## src/rtl/cnt_ctrl_consts.svh

```systemverilog
// constants for the per-channel counter control block
`ifndef CNT_CTRL_CONSTS_SVH
`define CNT_CTRL_CONSTS_SVH
`define CC_ADDR_CH0      4'h0
`define CC_ADDR_CH1      4'h1
`define CC_ADDR_CH2      4'h2
`define CC_ADDR_CNT0     4'h4
`define CC_ADDR_CNT1     4'h5
`define CC_ADDR_CNT2     4'h6
`define CC_ADDR_MODE     4'h8
`define CC_ADDR_RUN      4'h9
`define CC_ADDR_SYNC     4'hA
`define CC_RESET_VAL     8'h00
`define CC_CLR_HI        7
`define CC_CLR_LO        5
`define CC_EDGE_HI       4
`define CC_EDGE_LO       3
`define CC_PSC_HI        2
`define CC_PSC_LO        0
`define CC_RSVD_MASK     8'h7F
`define CC_DIV_W         10
`define CC_CNT_RESET     16'h0000
`endif

```

## src/rtl/cnt_ctrl_pkg.sv

```systemverilog
// types for the per-channel counter control block
package cnt_ctrl_pkg;
   typedef struct packed {
      logic [2:0] clear_sel;
      logic [1:0] edge_sel;
      logic [2:0] prescale_sel;
   } counter_control_t;

   typedef enum logic [2:0] {
      CLR_NONE = 3'h0, CLR_A = 3'h1, CLR_B = 3'h2, CLR_SYNC = 3'h3,
      CLR_NONE2 = 3'h4, CLR_C = 3'h5, CLR_D = 3'h6, CLR_SYNC2 = 3'h7
   } clear_src_t;

   typedef struct packed {
      logic [3:0] addr;
      logic [7:0] wdata;
      logic       wr;
      logic       rd;
   } reg_req_t;
endpackage

```

## src/rtl/timer_count_clock_control.sv

```systemverilog
// three-channel counter clock, edge and clear control with a plain register port
//
// The placing of the registers and the address-and-strobe port were decided locally.
`timescale 1ns/1ps
`include "cnt_ctrl_consts.svh"

// Function
// RULE1: three counter control registers, one per channel 0, 1, 2.
// RULE2: software writes a channel's control only while its counter is halted.
// RULE3: bits 7..5 select the event that clears the channel counter.
// RULE4: bits 4..3 pick edge: 00 rising, 01 falling, 1x both.
// RULE5: both edges of prescaled clock count at twice the prescaled rate.
// RULE6: phase counting mode ignores the edge select field.
// RULE7: internal clock edge select works only for divide by four or slower.
// RULE8: undivided clock ignores edge select, counting every system clock.
// RULE9: bits 2..0 select the channel count clock.
// RULE10: each channel keeps its own independent clock selection.
// RULE11: clear codes 000 none, 001 A, 010 B, 011 synchronised channel.
// RULE12: clearing from another channel applies only to sync-enabled channels.
// RULE13: channels 1 and 2 bit 7 reads zero and ignores writes.
// RULE14: channel 0 codes 000..011 divide 1,4,16,64; 100..111 pins A..D.
// RULE15: counter steps one per qualifying edge, zeroed on selected clear event.
// RULE16: external clock pins synchronised before edge detection.
module timer_count_clock_control (
   // clock and reset
   input  wire logic                    clk_sys,
   input  wire logic                    resetn,
   // register port
   input  wire logic [3:0]              reg_addr,
   input  wire logic [7:0]              reg_wdata,
   input  wire logic                    reg_wr,
   input  wire logic                    reg_rd,
   output logic      [7:0]              reg_rdata,
   // external count clock pins a..d
   input  wire logic [3:0]              ext_count_clock,
   // per-channel match or capture events for general registers a and b; c and d are single events used by channel 0 only
   input  wire logic [2:0]              match_a,
   input  wire logic [2:0]              match_b,
   input  wire logic                    match_c,
   input  wire logic                    match_d,
   // channel counters
   output logic      [2:0][15:0]        channel_count_value
);
   logic [2:0][7:0]  cc_ff, nxt_cc;
   logic [2:0][15:0] cnt_ff, nxt_cnt;
   logic [2:0]       run_ff, nxt_run, sync_ff, nxt_sync, phase_ff, nxt_phase;
   logic [7:0]       rdata_ff, nxt_rdata;
   logic [`CC_DIV_W-1:0] div_ff, nxt_div;
   logic [3:0]       s1_ff, s2_ff, s3_ff, ext_lvl_ff, nxt_ext_lvl;
   logic [3:0]       ext_rise, ext_fall;
   logic [5:0]       pre_lvl;       // prescaled square waves /4 /16 /64 /256 /1024
   logic [5:0]       pre_prev_ff;
   logic [2:0]       step, clr;

   // register writes and run/sync/mode bits; reserved bit 7 masked on ch1/ch2
   always_comb begin
      nxt_cc    = cc_ff;
      nxt_run   = run_ff;
      nxt_sync  = sync_ff;
      nxt_phase = phase_ff;
      nxt_rdata = 8'h00;
      if (reg_wr) begin
         case (reg_addr)
            `CC_ADDR_CH0: nxt_cc[0] = reg_wdata; // RULE1
            `CC_ADDR_CH1: nxt_cc[1] = reg_wdata & `CC_RSVD_MASK; // RULE13
            `CC_ADDR_CH2: nxt_cc[2] = reg_wdata & `CC_RSVD_MASK; // RULE13
            `CC_ADDR_MODE: nxt_phase = {reg_wdata[2:1], 1'b0}; // ch0 has no phase mode
            `CC_ADDR_RUN: nxt_run = reg_wdata[2:0];
            `CC_ADDR_SYNC: nxt_sync = reg_wdata[2:0];
            default: ;
         endcase
      end
      if (reg_rd) begin
         case (reg_addr)
            `CC_ADDR_CH0: nxt_rdata = cc_ff[0];
            `CC_ADDR_CH1: nxt_rdata = cc_ff[1];
            `CC_ADDR_CH2: nxt_rdata = cc_ff[2];
            `CC_ADDR_CNT0: nxt_rdata = cnt_ff[0][7:0];
            `CC_ADDR_CNT1: nxt_rdata = cnt_ff[1][7:0];
            `CC_ADDR_CNT2: nxt_rdata = cnt_ff[2][7:0];
            `CC_ADDR_MODE: nxt_rdata = {5'h00, phase_ff};
            `CC_ADDR_RUN: nxt_rdata = {5'h00, run_ff};
            `CC_ADDR_SYNC: nxt_rdata = {5'h00, sync_ff};
            default: nxt_rdata = 8'h00;
         endcase
      end
   end

   // free-running prescaler; bit k toggles the phi/2^(k+1) square wave
   assign nxt_div = div_ff + `CC_DIV_W'(1);
   assign pre_lvl = {div_ff[9], div_ff[7], div_ff[5], div_ff[3], div_ff[1], 1'b0};

   // pin sync: 3 stages, a change counts once stages 2 and 3 agree
   always_comb begin
      nxt_ext_lvl = ext_lvl_ff;
      for (int i = 0; i < 4; i++) begin
         if (s2_ff[i] == s3_ff[i]) nxt_ext_lvl[i] = s3_ff[i]; // RULE16
      end
   end
   assign ext_rise = nxt_ext_lvl & ~ext_lvl_ff;
   assign ext_fall = ~nxt_ext_lvl & ext_lvl_ff;

   // choose count event per channel
   always_comb begin
      cnt_ctrl_pkg::counter_control_t c;
      logic r, f, internal, is_phi1;
      int   idx;
      c = '0; r = 1'b0; f = 1'b0; internal = 1'b1; is_phi1 = 1'b0; idx = 0;
      for (int ch = 0; ch < 3; ch++) begin
         c = cc_ff[ch]; // RULE10
         r = 1'b0; f = 1'b0; internal = 1'b1; is_phi1 = 1'b0; idx = 0;
         case (c.prescale_sel) // RULE9 RULE14
            3'h0: is_phi1 = 1'b1;
            3'h1: idx = 1;
            3'h2: idx = 2;
            3'h3: idx = 3;
            3'h4: begin internal = 1'b0; idx = 0; end
            3'h5: begin internal = 1'b0; idx = 1; end
            3'h6: if (ch == 1) idx = 4; else begin internal = 1'b0; idx = 2; end
            3'h7: if (ch == 0) begin internal = 1'b0; idx = 3; end
                  else if (ch == 2) idx = 5;
                  else is_phi1 = 1'b1; // prohibited code, treated as phi/1
            default: is_phi1 = 1'b1;
         endcase
         if (internal) begin
            r = pre_lvl[idx] & ~pre_prev_ff[idx];
            f = ~pre_lvl[idx] & pre_prev_ff[idx];
         end else begin
            r = ext_rise[idx];
            f = ext_fall[idx];
         end
         if (is_phi1 || phase_ff[ch]) begin
            step[ch] = 1'b1; // RULE8 RULE6 (phase decode lives outside; step on each clock)
         end else begin
            case (c.edge_sel) // RULE4 RULE7
               2'b00: step[ch] = r;
               2'b01: step[ch] = f;
               default: step[ch] = r | f; // RULE5
            endcase
         end
         step[ch] = step[ch] & run_ff[ch];
      end
   end

   // clear selection; sync clear needs own sync bit and a synced sibling clearing
   logic [2:0] own_clr;
   always_comb begin
      for (int ch = 0; ch < 3; ch++) begin
         case (cc_ff[ch][`CC_CLR_HI:`CC_CLR_LO]) // RULE3 RULE11
            3'h1: own_clr[ch] = match_a[ch];
            3'h2: own_clr[ch] = match_b[ch];
            3'h5: own_clr[ch] = (ch == 0) & match_c;
            3'h6: own_clr[ch] = (ch == 0) & match_d;
            default: own_clr[ch] = 1'b0;
         endcase
      end
      for (int ch = 0; ch < 3; ch++) begin
         clr[ch] = own_clr[ch];
         if ((cc_ff[ch][1+`CC_CLR_LO:`CC_CLR_LO] == 2'b11) && sync_ff[ch]) begin
            clr[ch] = |(own_clr & sync_ff & ~(3'h1 << ch)); // RULE12
         end
      end
   end

   // counter: clear wins over step
   always_comb begin
      for (int ch = 0; ch < 3; ch++) begin
         if (clr[ch]) nxt_cnt[ch] = `CC_CNT_RESET; // RULE15
         else if (step[ch]) nxt_cnt[ch] = cnt_ff[ch] + 16'h0001; // RULE15
         else nxt_cnt[ch] = cnt_ff[ch];
      end
   end

   // register all state
   always_ff @(posedge clk_sys or negedge resetn) begin
      if (!resetn) begin
         cc_ff       <= {3{`CC_RESET_VAL}};
         cnt_ff      <= '0;
         run_ff      <= 3'h0;
         sync_ff     <= 3'h0;
         phase_ff    <= 3'h0;
         rdata_ff    <= 8'h00;
         div_ff      <= '0;
         pre_prev_ff <= 6'h00;
         s1_ff       <= 4'h0;
         s2_ff       <= 4'h0;
         s3_ff       <= 4'h0;
         ext_lvl_ff  <= 4'h0;
      end else begin
         cc_ff       <= nxt_cc;
         cnt_ff      <= nxt_cnt;
         run_ff      <= nxt_run;
         sync_ff     <= nxt_sync;
         phase_ff    <= nxt_phase;
         rdata_ff    <= nxt_rdata;
         div_ff      <= nxt_div;
         pre_prev_ff <= pre_lvl;
         s1_ff       <= ext_count_clock;
         s2_ff       <= s1_ff;
         s3_ff       <= s2_ff;
         ext_lvl_ff  <= nxt_ext_lvl;
      end
   end

   assign reg_rdata           = rdata_ff;
   assign channel_count_value = cnt_ff;
endmodule // timer_count_clock_control

```

## config.mk

```make
export PLATFORM = sky130hd
export DESIGN_NAME = timer_count_clock_control
export DESIGN_NICKNAME = d
export VERILOG_FILES = /design/src/rtl/cnt_ctrl_pkg.sv /design/src/rtl/timer_count_clock_control.sv
export VERILOG_INCLUDE_DIRS = /design/src /design/src/rtl
export SDC_FILE = /design/constraint.sdc
export NUM_CORES = 1
export LEC_CHECK = 0
export ABC_AREA = 1
export ABC_CLOCK_PERIOD_IN_PS = 1700
export BUFFER_PORTS_ARGS = -buffer_cell sky130_fd_sc_hd__buf_2
export CAP_MARGIN = 20
export CORE_UTILIZATION = 35
export CTS_BUF_LIST = sky130_fd_sc_hd__clkbuf_4
export CTS_CLUSTER_SIZE = 30
export DETAILED_ROUTE_END_ITERATION = 6
export PLACE_DENSITY = 0.6
export SLEW_MARGIN = 20
export SYNTH_ARGS = -nofsm -noshare
export SYNTH_HDL_FRONTEND = slang
export SYNTH_SLANG_ARGS = --single-unit
```

## constraint.sdc

```tcl
create_clock -name clk_sys -period 1.7 [get_ports clk_sys]
set_clock_uncertainty 0.15 [all_clocks]
set_input_delay 0.17 -clock clk_sys [delete_from_list [all_inputs] [get_ports clk_sys]]
set_output_delay 0.17 -clock clk_sys [all_outputs]
set_load 0.05 [all_outputs]
```

==> summary by stage, run 1 <==
Global routing
The initial antenna violation count is 1. The first global-routing pass estimated 32,400 µm of wire. The maximum number of pins on one net before global-route repair is 76.

The global router's overall resource usage is 0.210. The number of global-route vias before repair came to 6,522. Global routing finished with a remaining overflow of 0.

Synth
During synthesis, Yosys emitted a total of 0 warnings. Of the total synthesized cell area, the portion taken by full adders, half adders and majority gates is 0.0200. Of the total synthesized cell area, the portion taken by AND, OR, NAND and NOR gates is 0.310. The multiplexer share of the synthesized area is 0.00166. After technology mapping, the gate count stands at 863. For this run, the register share of the synthesized area comes to 0.433. Summing every instance area after synthesis gives 0.00677 mm². Ranked by total cell area, the synthesized netlist is headed by sky130_fd_sc_hd__dfrtp_1, sky130_fd_sc_hd__nand2_1, sky130_fd_sc_hd__nand3_1.

The largest family of logic cells by synthesized area is simple AND/OR/NAND/NOR gates. The count of cell types in the netlist is 41. The cell type contributing the most total cell area after synthesis is sky130_fd_sc_hd__dfrtp_1.

The post-synthesis average cell area is 7.84 µm². The number of nets in the synthesized netlist is 901. The share of synthesized area in the top cell type comes to 0.433.

Of the total synthesized cell area, the portion taken by XOR and XNOR cells is 0.0660. The total of flip-flops plus latches after synthesis is 117. The number of enable flip-flop cells after synthesis is 0. By count the netlist is led by sky130_fd_sc_hd__nand2_1, sky130_fd_sc_hd__dfrtp_1, sky130_fd_sc_hd__inv_1. The compound-gate portion of the synthesized area is 0.0771.

The post-synthesis async set-or-reset flop share is 1.00. The cell with the most instances after synthesis is sky130_fd_sc_hd__nand2_1. The dominant register cell in the synthesized netlist is sky130_fd_sc_hd__dfrtp_1.

Critical path
At the worst endpoint, the required time is 2.05 ns. The element type at the critical path start is a flop. Counting buffers and inverters, the worst setup path is 11 cells deep. The launch point of the worst path is cc_ff[21]$_DFFE_PN0P_. The number of buffers and inverters on the critical path is 4.

The cell at the slowest stage of the critical path is sky130_fd_sc_hd__dfrtp_1. The worst setup path is captured at a flop. The kind of cell with the highest combined delay along the critical path is buffers and inverters. The largest single stage delay on the critical path is 0.40 ns. The critical path arrival is 2.28 ns.

Of all nets on the critical path, the largest fanout is 8. The signal on the critical path passes through inv_1, ha_2, a22o_1, nand3_2, nand3_2, o21ai_4, buf_12, buf_12, buf_16, nand4_1, nand2_1. The worst setup path is of the flop to flop kind.

Counting cells, the worst reg-to-reg path comes to 11. The startpoint identified for the worst register-to-register timing path is cc_ff[21]$_DFFE_PN0P_.

Clock tree
CTS placed an instance of sky130_fd_sc_hd__clkbuf_4 at the clock tree root. The clock insertion delay at the later pin of the skew report is 0.57 ns. The number of clock buffers added by TritonCTS is 17.

The clock drives 117 sinks. The number of levels in the clock H-tree is 4. The CTS tree is done. Counting along the longest clock path gives a buffer depth of 2. The clock-pin slew of the registers on the worst-case setup and hold paths is 0.11 ns.

Routing
The count of TritonRoute iterations in the first routing pass is 5. The first routing iteration left 519 violations. The post-detailed-routing wire length is 19,800 µm.

After detailed routing, the number of vias per cell comes to 4.93. Dividing the detail-routed wire length by the instance count gives 14.7 µm. The number of routed nets with antenna violations is 0. Detailed routing inserted a total of 6,645 vias. After detailed routing, the number of remaining DRC violations is 0.

STA
The minimum clock period is 1.92 ns. The sum of negative setup slack is -8.24 ns. The final-report max-slew violation count is 0. Setup repair after global routing could not meet its margin everywhere. The actual transition at the worst max-transition pin is 0.548 ns. The number of failing hold endpoints at the final stage is 0. After layout, the worst setup slack is -0.223 ns. The share of the clock period used by the worst path is 1.13. For this run, the top clock speed supported by timing is 0.520 GHz. The worst-case headroom to the max-slew limit is 0.635. Setup violations remaining at the end of the flow were counted as 48.

Layout
The area occupied by multi-input gates is 0.00350 mm². After the flow finishes, the layout carries non-filler instances totaling 1,349. The number of filler cells placed in the layout is 1,810. The number of nets in the finished design is 1,113. Compared with the post-synthesis result, the final layout area differs by 38.4%. Summing all flip-flop and latch instances after layout gives 0.00296 mm². The ratio of cells with drive above 1 in the final layout is 0.310.

Power and ir drop
Dividing total power by cell area gives a power density of 981 mW/mm². The peak supply drop is 469 µV. The static leakage power is 4.83 nW.

Floorplan
The core region is 0.0188 mm². Pin placement for this block handled 84 I/O pins. The initial utilization of the core area, before any placement, comes to 0.359. The cell row count is 50.

The die area is 0.0199 mm². The die is 141 µm tall. The width of the chip is 141 µm.

Status
The final reports fail on setup timing. The run finished, with violations left.

Placement
The post-placement cell count is 1,276. The count of buffers from port buffering is 83. The weighted congestion at the end of routability-driven global placement is 0.930. The worst slack after detailed placement is -0.242 ns. Detailed placement finished with a half-perimeter wire length of 14,000 µm.

Worst hold path
The tightest min-delay check is of the primary input to asynchronous set/reset pin type.

Flow run
The number of maximum-capacitance violations is 0.
## cell usage in the layout, fill, tap and decap left out, types with 3 or more instances in the layout
master	n
sky130_fd_sc_hd__o21ai_2	3
sky130_fd_sc_hd__a22o_1	4
sky130_fd_sc_hd__nand4_1	59
sky130_fd_sc_hd__o21ai_0	34
sky130_fd_sc_hd__buf_12	9
sky130_fd_sc_hd__o21ai_1	3
sky130_fd_sc_hd__nor3_2	3
sky130_fd_sc_hd__inv_1	114
sky130_fd_sc_hd__o22ai_1	14
sky130_fd_sc_hd__nor3_1	16
sky130_fd_sc_hd__clkinv_1	5
sky130_fd_sc_hd__a21oi_1	11
sky130_fd_sc_hd__buf_2	57
sky130_fd_sc_hd__bufinv_16	5
sky130_fd_sc_hd__nand2_1	192
sky130_fd_sc_hd__nand2_2	6
sky130_fd_sc_hd__buf_16	3
sky130_fd_sc_hd__buf_6	9
sky130_fd_sc_hd__ha_1	6
sky130_fd_sc_hd__nand2_8	4
sky130_fd_sc_hd__nand3_1	70
sky130_fd_sc_hd__nor4_1	4
sky130_fd_sc_hd__dfrtp_1	89
sky130_fd_sc_hd__nand3_2	34
sky130_fd_sc_hd__xnor2_1	6
sky130_fd_sc_hd__nand2_4	3
sky130_fd_sc_hd__buf_4	99
sky130_fd_sc_hd__dfrtp_2	28
sky130_fd_sc_hd__dlygate4sd3_1	21
sky130_fd_sc_hd__inv_2	11
sky130_fd_sc_hd__nor2_2	8
sky130_fd_sc_hd__a21oi_2	5
sky130_fd_sc_hd__nor2_1	44
sky130_fd_sc_hd__a31oi_1	4
sky130_fd_sc_hd__buf_8	3
sky130_fd_sc_hd__ha_2	3
sky130_fd_sc_hd__xor2_1	45
sky130_fd_sc_hd__clkbuf_4	35
## final timing paths
kind / endpoint / slack [ns]
setup reg to reg: channel_count_value[20]$_DFFE_PN0P_ / -0.22
hold reg to reg: s2_ff[1]$_DFF_PN0_ / 0.20
max in group asynchronous: channel_count_value[16]$_DFFE_PN0P_ / 0.89
setup / recovery: channel_count_value[20]$_DFFE_PN0P_ / -0.22
min in group clk_sys: cc_ff[10]$_DFFE_PN0P_ / 0.02
hold / removal: reg_rdata[1]$_DFF_PN0_ / 0.004
## worst register-to-register path, delay by kind of cell, from the launching register on
family	cells	cell delay, ns
fa+ha+maj	1	0.18
buf+inv	4	0.44
flops	1	0.40
compound gates	2	0.39
simple gates	4	0.31
## metrics by stage
| stage | hold WS [ns] | area, µm² | utilization | total power [mW] |
|---|---|---|---|---|
| after detailed placement | 0.0931 | 8260 | 0.438 | 6.21 |
| after global placement | 0.0930 | 8260 | 0.438 | 6.18 |
| after floorplan | -0.276 | 6980 | - | 5.23 |
| final | 0.00379 | 9370 | 0.497 | 9.19 |
| after CTS | 0.00853 | 9160 | 0.486 | 9.08 |
| after global routing | 0.0247 | 9370 | 0.497 | 9.72 |
## per-layer routing
metal,vias to the layer above,track usage,routed length (µm)
li1,3298,-,-
met1,3116,0.289,9410
met2,206,0.324,8910
met3,25,0.0431,1160
met4,0,0.0784,355
met5,-,0,0
## where the power goes
group          switching (mW)  total [mW]  internal, mW
logic                    2.00        3.36          1.37
registers               0.371        3.43          3.06
clock network            1.06        2.40          1.34
## repair_timing
item / CTS / global route
setup buffers: 8 / 5
setup endpoints to repair: 49 / 87
endpoints found under the hold margin: 159 / 1
cloned: 5 / 1
resized for setup: 37 / 58
pin swaps: 17 / 25
hold buffers: 21 / 1
## cells by family (layout without fill, tap and decap cells)
logic type,count (synthesis),after routing
DFF,117,117
xor gates and xnor gates,51,51
other,0,1
buffers and inverters,151,374
and+or+nand+nor,445,447
muxes,1,1
AOI/OAI and AO/OA,87,87
adders and majority gates,11,11
## cell type report
| class | instances | area share |
|---|---|---|
| repair buffers | 217 | 0.189 |
| inverters | 125 | 0.0501 |
| flip-flops and latches | 117 | 0.316 |
| multi-input cells | 597 | 0.374 |
| diodes | 1 | 0.000267 |
| clock inverters | 12 | 0.0196 |
| clock buffers | 20 | 0.0160 |
| well taps | 260 | 0.0347 |
## state kept, by name (all words and copies together), names as in the netlist
register and flops:
s2_ff 4, div_ff 10, sync_ff 3, ext_lvl_ff 4, phase_ff 2, s1_ff 4
cc_ff 22, pre_prev_ff 5, run_ff 3, s3_ff 4, channel_count_value 48, reg_rdata 8
Note: power is estimated with default switching activity, not from simulation.
==> inputs of run 2 (changes only) <==
Settings changed: CTS_BUF_LIST sky130_fd_sc_hd__clkbuf_4 to sky130_fd_sc_hd__clkbuf_8.
==> run 2 against run 1 <==
  * The run still ends with setup timing left
  * Largest power group is now combinational cells
  * Via count increased by 0.51%
  * Die area is the same
  * Clock power increased by 27%
  * Flip-flop and latch count unchanged
==> summary by stage, run 2 (synthesis gave the netlist of run 1 again) <==
Routing
The via count of the routed design is 6,679. Once detail routing completed, the nets flagged for antenna violations numbered 0. The count of routing violations after the opening detailed-route iteration is 466. The met1 routed wirelength after detailed routing is 9410 µm. The highest routed metal layer is met4.

The via density per instance is 4.97. In the detailed route, the total length drawn on met3 is 1370 µm. The number of remaining DRC errors is 0. The post-detailed-routing wire length is 20,100 µm. The amount of wire on met2 after detailed routing is 8980 µm. In the final routed layout, each cell accounts on average for 15.0 µm. The count of TritonRoute iterations in the first routing pass is 5.

STA
Setup slack on the critical path of the routed design comes to -0.211 ns. The number of endpoints failing setup at the final stage is 48. The number of failing hold endpoints at the final stage is 0. Of the available clock period, the critical path in the final layout requires 1.12.

The worst path in the final design needs a cycle of 1.91 ns, including I/O delays and setup. The final-report max-slew violation count is 0. The worst pin sits at a relative slew slack of 0.634.

The actual transition at the worst max-transition pin is 0.549 ns. The fmax is 0.523 GHz. Setup repair after global routing could not meet its margin everywhere.

Layout
In the layout the commonest cells are sky130_fd_sc_hd__nand2_1, sky130_fd_sc_hd__inv_1, sky130_fd_sc_hd__buf_4. The number of filler cells placed in the layout is 1,780. Once layout is done, the placed cells without fillers occupy 0.00942 mm². Summing all multi-input logic gate instances after layout gives 0.00355 mm². The number of antenna cells inserted is 0. The layout overhead on the synthesized area is 39.2%. Registers take 0.00296 mm².

The number of nets in the finished design is 1,109. The post-route core utilization is 0.500. The most common cell after layout, fill and taps aside is sky130_fd_sc_hd__nand2_1. The count of cells in the finished layout, fillers not included, comes to 1,344. In the final layout, the share of cells above drive strength 1 is 0.320. The register with the most flip-flops in the layout has 48 of them.

Placement
The worst slack after detailed placement is -0.242 ns. At the end of routability-driven placement, the weighted congestion stood at 0.930. The total half-perimeter wirelength after legalization and detailed placement is 14,000 µm. In this run, placement finished with an instance count of 1,276. The post-detailed-placement cell area is 0.00826 mm². Input and output buffers added on the ports amount to 83.

Power and ir drop
The peak supply drop is 573 µV. The design draws 9.98 mW. In this run the power density over the cells is 1060 mW/mm².

The static leakage power is 4.89 nW.

Global routing
The number of global-route vias before repair is 6,406. The initial antenna violation count is 0. The global-route wire length before repair is 32,500 µm. The maximum number of pins on one net before global-route repair is 76.

After global routing the overflow that remains totals 0. Across every metal layer, demand over resource in global routing totals 0.210.

Critical path
In this run the worst path has a maximum fanout of 7. For the worst setup path, the data arrival time is 2.10 ns. In this run the worst setup path begins at cc_ff[16]$_DFFE_PN0P_. Data on the critical path is required at its endpoint by 1.89 ns. The kind of capture point of the worst setup path is a flop. The worst register-to-register path begins at cc_ff[16]$_DFFE_PN0P_. The count of cells along the worst register-to-register path is 11. The element type at the critical path start is a flop. The termination of the worst setup path is channel_count_value[32]$_DFFE_PN0P_. In this run the critical register-to-register path is captured at channel_count_value[32]$_DFFE_PN0P_. The critical path class is flop to flop. The reg-to-reg setup timing slack is -0.21 ns.

Status
The final reports fail on setup timing. The flow ran to the end, but the final reports show violations.

Clock tree
Clock-pin slew was measured on the worst setup and hold paths at 0.07 ns. The clock root buffer is sky130_fd_sc_hd__clkbuf_8. The clock passes through at most 2 buffers. The number of sinks handled by clock tree synthesis is 117. The number of levels in the clock H-tree is 4.

The CTS buffer count is 17. The clock insertion delay at the later pin of the skew report is 0.46 ns. TritonCTS built the clock tree.

Floorplan
The initial utilization of the core area, before any placement, comes to 0.359. The die height is 141 µm. The region available for standard cell placement spans 0.0188 mm². The cell row count is 50. The floorplan step defined a die boundary enclosing 0.0199 mm².

In this run the horizontal extent of the chip is 141 µm. For this design the top-level I/O count stands at 84.

Flow run
The number of maximum-capacitance violations is 0.

Worst hold path
In this run the worst hold path is classified as primary input to asynchronous set/reset pin.
==> run 2: layout make-up <==
type                       instances  share of cell area
multi-input combinational        598               0.377
sequential                       117               0.314
timing repair buffer             212               0.173
inverter                         125              0.0501
tap                              260              0.0345
clock buffer                      22              0.0322
clock inverter                    10              0.0187
==> run 2: critical path, stage by stage (launching register included) <==
cell and delay, ns:
sky130_fd_sc_hd__dfrtp_2 0.46, sky130_fd_sc_hd__nand2_2 0.09, sky130_fd_sc_hd__nor2_2 0.11, sky130_fd_sc_hd__inv_1 0.06, sky130_fd_sc_hd__or2_1 0.23, sky130_fd_sc_hd__nand2_2 0.08
sky130_fd_sc_hd__o21ai_2 0.06, sky130_fd_sc_hd__nand2_2 0.07, sky130_fd_sc_hd__nand3_4 0.15, sky130_fd_sc_hd__buf_6 0.19, sky130_fd_sc_hd__nand4_1 0.08, sky130_fd_sc_hd__nand2_1 0.06
==> run 2: what timing repair did <==
action | CTS | global route
hold buffers | 15 | 0
setup buffers | 9 | 5
gates resized for setup | 35 | 31
setup endpoints to repair | 48 | 51
endpoints found under the hold margin | 155 | 0
pin swaps | 22 | 44
cloned | 4 | 4
==> run 2: worst min path at each step <==
stage / slack, ns / start / cells past startpoint / end
floorplan: -0.28 / resetn / 0 / cc_ff[0]$_DFFE_PN0P_
CTS: 0.1 / reg_addr[2] / 5 / phase_ff[1]$_DFFE_PN0P_
global route: 0.15 / reg_addr[2] / 5 / phase_ff[1]$_DFFE_PN0P_
detailed placement: 0.09 / resetn / 2 / channel_count_value[13]$_DFFE_PN0P_
global placement: 0.09 / resetn / 2 / channel_count_value[13]$_DFFE_PN0P_
finish: 0.12 / resetn / 3 / channel_count_value[13]$_DFFE_PN0P_
==> run 2: power breakdown <==
group          leakage, nW  switching (mW)  internal (mW)
clock                0.245            1.13           1.93
combinational         3.16            2.09           1.40
sequential            1.49           0.377           3.07
==> run 2: routing by layer <==
metal | vias up | global-route usage
li1 | 3293 | -
met1 | 3138 | 0.293
met2 | 214 | 0.324
met3 | 34 | 0.0459
met4 | 0 | 0.0664
met5 | - | 0
==> run 2: metrics by stage <==
stage                     hold slack [ns]  setup TNS (ns)
after CTS                          0.0979           -6.66
after global placement             0.0930           -6.56
final                               0.118           -8.12
after detailed placement           0.0931           -7.92
after floorplan                    -0.276           -2.14
after global routing                0.147          -13.78
==> inputs of run 3 (changes only) <==
Settings changed: RECOVER_POWER set to 25.
==> run 3 against run 2 <==
  * The run still ends with setup timing left
  * Worst setup slack hardly changed
  * Total power about the same
  * Sequential power hardly changed
  * Sequential share of layout area is 0.080 points higher
  * Via count fell by 0.10%
  * Maximum frequency barely moved
  * Routed wire length up 0.18%
  * Register-to-register slack is essentially flat
==> summary by stage, run 3 (synthesis gave the netlist of run 1 again) <==
Global routing
The total congestion overflow is 0. The initial antenna violation count is 0. The first global-routing pass estimated 32,500 µm of wire. Entering global routing, the biggest net connects 76 pins.

For this run, the total global-route usage over all layers was measured as 0.210. The number of global-route vias before repair came to 6,406.

Routing
The number of remaining DRC errors is 0. The number of routed nets with antenna violations is 0. The routed wire length per instance is 15.0 µm. Using the TritonRoute via totals, the vias-per-cell ratio works out to 4.96. The detailed router placed 6,672 vias in this run.

The count of TritonRoute iterations in the first routing pass is 5. The post-detailed-routing wire length is 20,200 µm. For this block, the initial DRC count from the detailed router was 475.

Critical path
The worst register-to-register path ends at channel_count_value[32]$_DFFE_PN0P_. In this run the worst path has a maximum fanout of 7. The critical path class is flop to flop. The worst setup path is captured at a flop. The count of cells along the worst register-to-register path is 11.

The startpoint of the most critical register-to-register path is cc_ff[16]$_DFFE_PN0P_. For the worst setup path, the data required time is 1.89 ns. The critical path arrival is 2.10 ns.

The setup check on the worst reg-to-reg path leaves a slack of -0.21 ns. The element type at the critical path start is a flop.

Layout
The number of antenna diodes in the final layout is 0. The layout overhead on the synthesized area is 38.8%. The register with the most flip-flops in the layout has 48 of them.

Leaving out fill and tap cells, the most frequent cells in the layout are sky130_fd_sc_hd__nand2_1, sky130_fd_sc_hd__inv_1, sky130_fd_sc_hd__dfrtp_1. Measured on the finished design, the core utilization comes to 0.499. The number of nets in the finished design is 1,109. The ratio of cells with drive above 1 in the final layout is 0.317. The most common cell after layout, fill and taps aside is sky130_fd_sc_hd__nand2_1.

STA
Setup repair after global routing could not meet its margin everywhere. Adding up every negative setup slack in the final design gives -8.17 ns. The fmax is 0.523 GHz. Setup violations remaining at the end of the flow were counted as 48.

The final-report max-slew violation count is 0. The number of failing hold endpoints at the final stage is 0. Setup slack on the critical path of the routed design comes to -0.210 ns.

The share of the clock period used by the worst path is 1.12. The minimum clock period is 1.91 ns. For the pin with the worst max-slew slack, the measured transition is 1.04 ns.

In this run the tightest slew margin relative to its limit is 0.309.

Flow run
The number of maximum-capacitance violations is 0.

Floorplan
The area of the core is 0.0188 mm². The floorplan has 50 rows. From bottom edge to top edge, the die measures 141 µm. The floorplan step set the die width to 141 µm. The die area is 0.0199 mm². 84 I/O pins were placed. The initial cell density of the core is 0.359.

Clock tree
The clock reaches the later pin of the worst-skew pair after 0.45 ns. TritonCTS built the clock tree. The number of sinks handled by clock tree synthesis is 117. The worst-case clock buffer depth is 2. Clock tree synthesis inserted a total of 17 buffers. In this run the number of H-tree levels came out at 4.

The root buffer cell chosen for the clock tree is sky130_fd_sc_hd__clkbuf_8. After clock tree synthesis, the clock-pin slew on the worst setup and hold paths is 0.07 ns.

Power and ir drop
The cell area power density is 1060 mW/mm². The peak supply drop is 571 µV. The static leakage power is 4.88 nW.

Status
The flow ran to the end, but the final reports show violations. The final reports fail on setup timing.

Worst hold path
The path type of the worst min-delay path is primary input to flop. The launch point of the worst hold path is reg_addr[1]. For hold timing, the worst endpoint is cc_ff[13]$_DFFE_PN0P_. Along the worst hold path, the cell count comes to 5.

Placement
Prior to clock tree synthesis, the placed netlist has a worst setup slack of -0.242 ns. The total half-perimeter wirelength after legalization and detailed placement is 14,000 µm. The weighted congestion at the end of routability-driven global placement is 0.930. The count of buffers from port buffering is 83.
## run 3: cell count changes in the layout (fill, tap and decap cells not counted), sizes merged
cell    previous run  this run
clkbuf            24        28
buf              195       191
## run 3: through the flow
step                hold WS (ns)  instance area (µm²)  power [mW]  instances
floorplan                 -0.276                 6980        5.23        863
global route               0.147                 9390        10.5       1344
finish                     0.127                 9390        9.98       1344
detailed placement        0.0931                 8260        6.21       1276
CTS                       0.0979                 9220        9.76       1336
global placement          0.0930                 8260        6.18       1276
## run 3: worst max path at each step
stage                     startpoint                             endpoint  slack (ns)
2_1_floorplan   cc_ff[0]$_DFFE_PN0P_  channel_count_value[11]$_DFFE_PN0P_       -0.08
3_3_place_gp   cc_ff[16]$_DFFE_PN0P_  channel_count_value[34]$_DFFE_PN0P_       -0.19
3_5_place_dp   cc_ff[16]$_DFFE_PN0P_  channel_count_value[32]$_DFFE_PN0P_       -0.24
4_1_cts        cc_ff[21]$_DFFE_PN0P_  channel_count_value[22]$_DFFE_PN0P_       -0.16
5_1_grt        cc_ff[10]$_DFFE_PN0P_  channel_count_value[17]$_DFFE_PN0P_       -0.33
6_report       cc_ff[16]$_DFFE_PN0P_  channel_count_value[32]$_DFFE_PN0P_       -0.21
## run 3: what timing repair did
action | in CTS | in global routing
cloned | 4 | 4
hold buffers | 15 | 0
setup endpoints to repair | 48 | 51
endpoints found under the hold margin | 155 | 0
pin swaps | 22 | 44
buffers inserted | 9 | 5
resized for setup | 35 | 31
## run 3: routing by layer
metal | wire length (µm) | global-route usage | part of all wire | up-vias
met3 | 1370 | 0.0459 | 0.068 | 30
li1 | - | - | - | 3289
met4 | 352 | 0.0664 | 0.017 | 0
met1 | 9440 | 0.293 | 0.47 | 3137
met5 | 0 | 0 | 0 | -
met2 | 9000 | 0.324 | 0.45 | 216
## run 3: final cells by class
class | count | area (µm²)
fillers | 1786 | 9440
multi-input cells | 598 | 3550
flip-flops and latches | 117 | 2960
repair buffers | 212 | 1610
inverters | 125 | 472
well taps | 260 | 325
clock buffers | 22 | 303
clock inverters | 10 | 176
## run 3: power breakdown
group	internal [mW]	switching, mW	total, mW
Combinational	1.40	2.09	3.48
Sequential	3.07	0.379	3.45
Clock	1.93	1.12	3.05
## run 3: critical path: stages, from the launching register on
cell and delay [ns]:
sky130_fd_sc_hd__dfrtp_2 0.46, sky130_fd_sc_hd__nand2_2 0.09, sky130_fd_sc_hd__nor2_2 0.11, sky130_fd_sc_hd__inv_1 0.06, sky130_fd_sc_hd__or2_1 0.23, sky130_fd_sc_hd__nand2_2 0.08
sky130_fd_sc_hd__o21ai_2 0.06, sky130_fd_sc_hd__nand2_2 0.07, sky130_fd_sc_hd__nand3_4 0.15, sky130_fd_sc_hd__buf_6 0.19, sky130_fd_sc_hd__nand4_1 0.08, sky130_fd_sc_hd__nand2_1 0.06
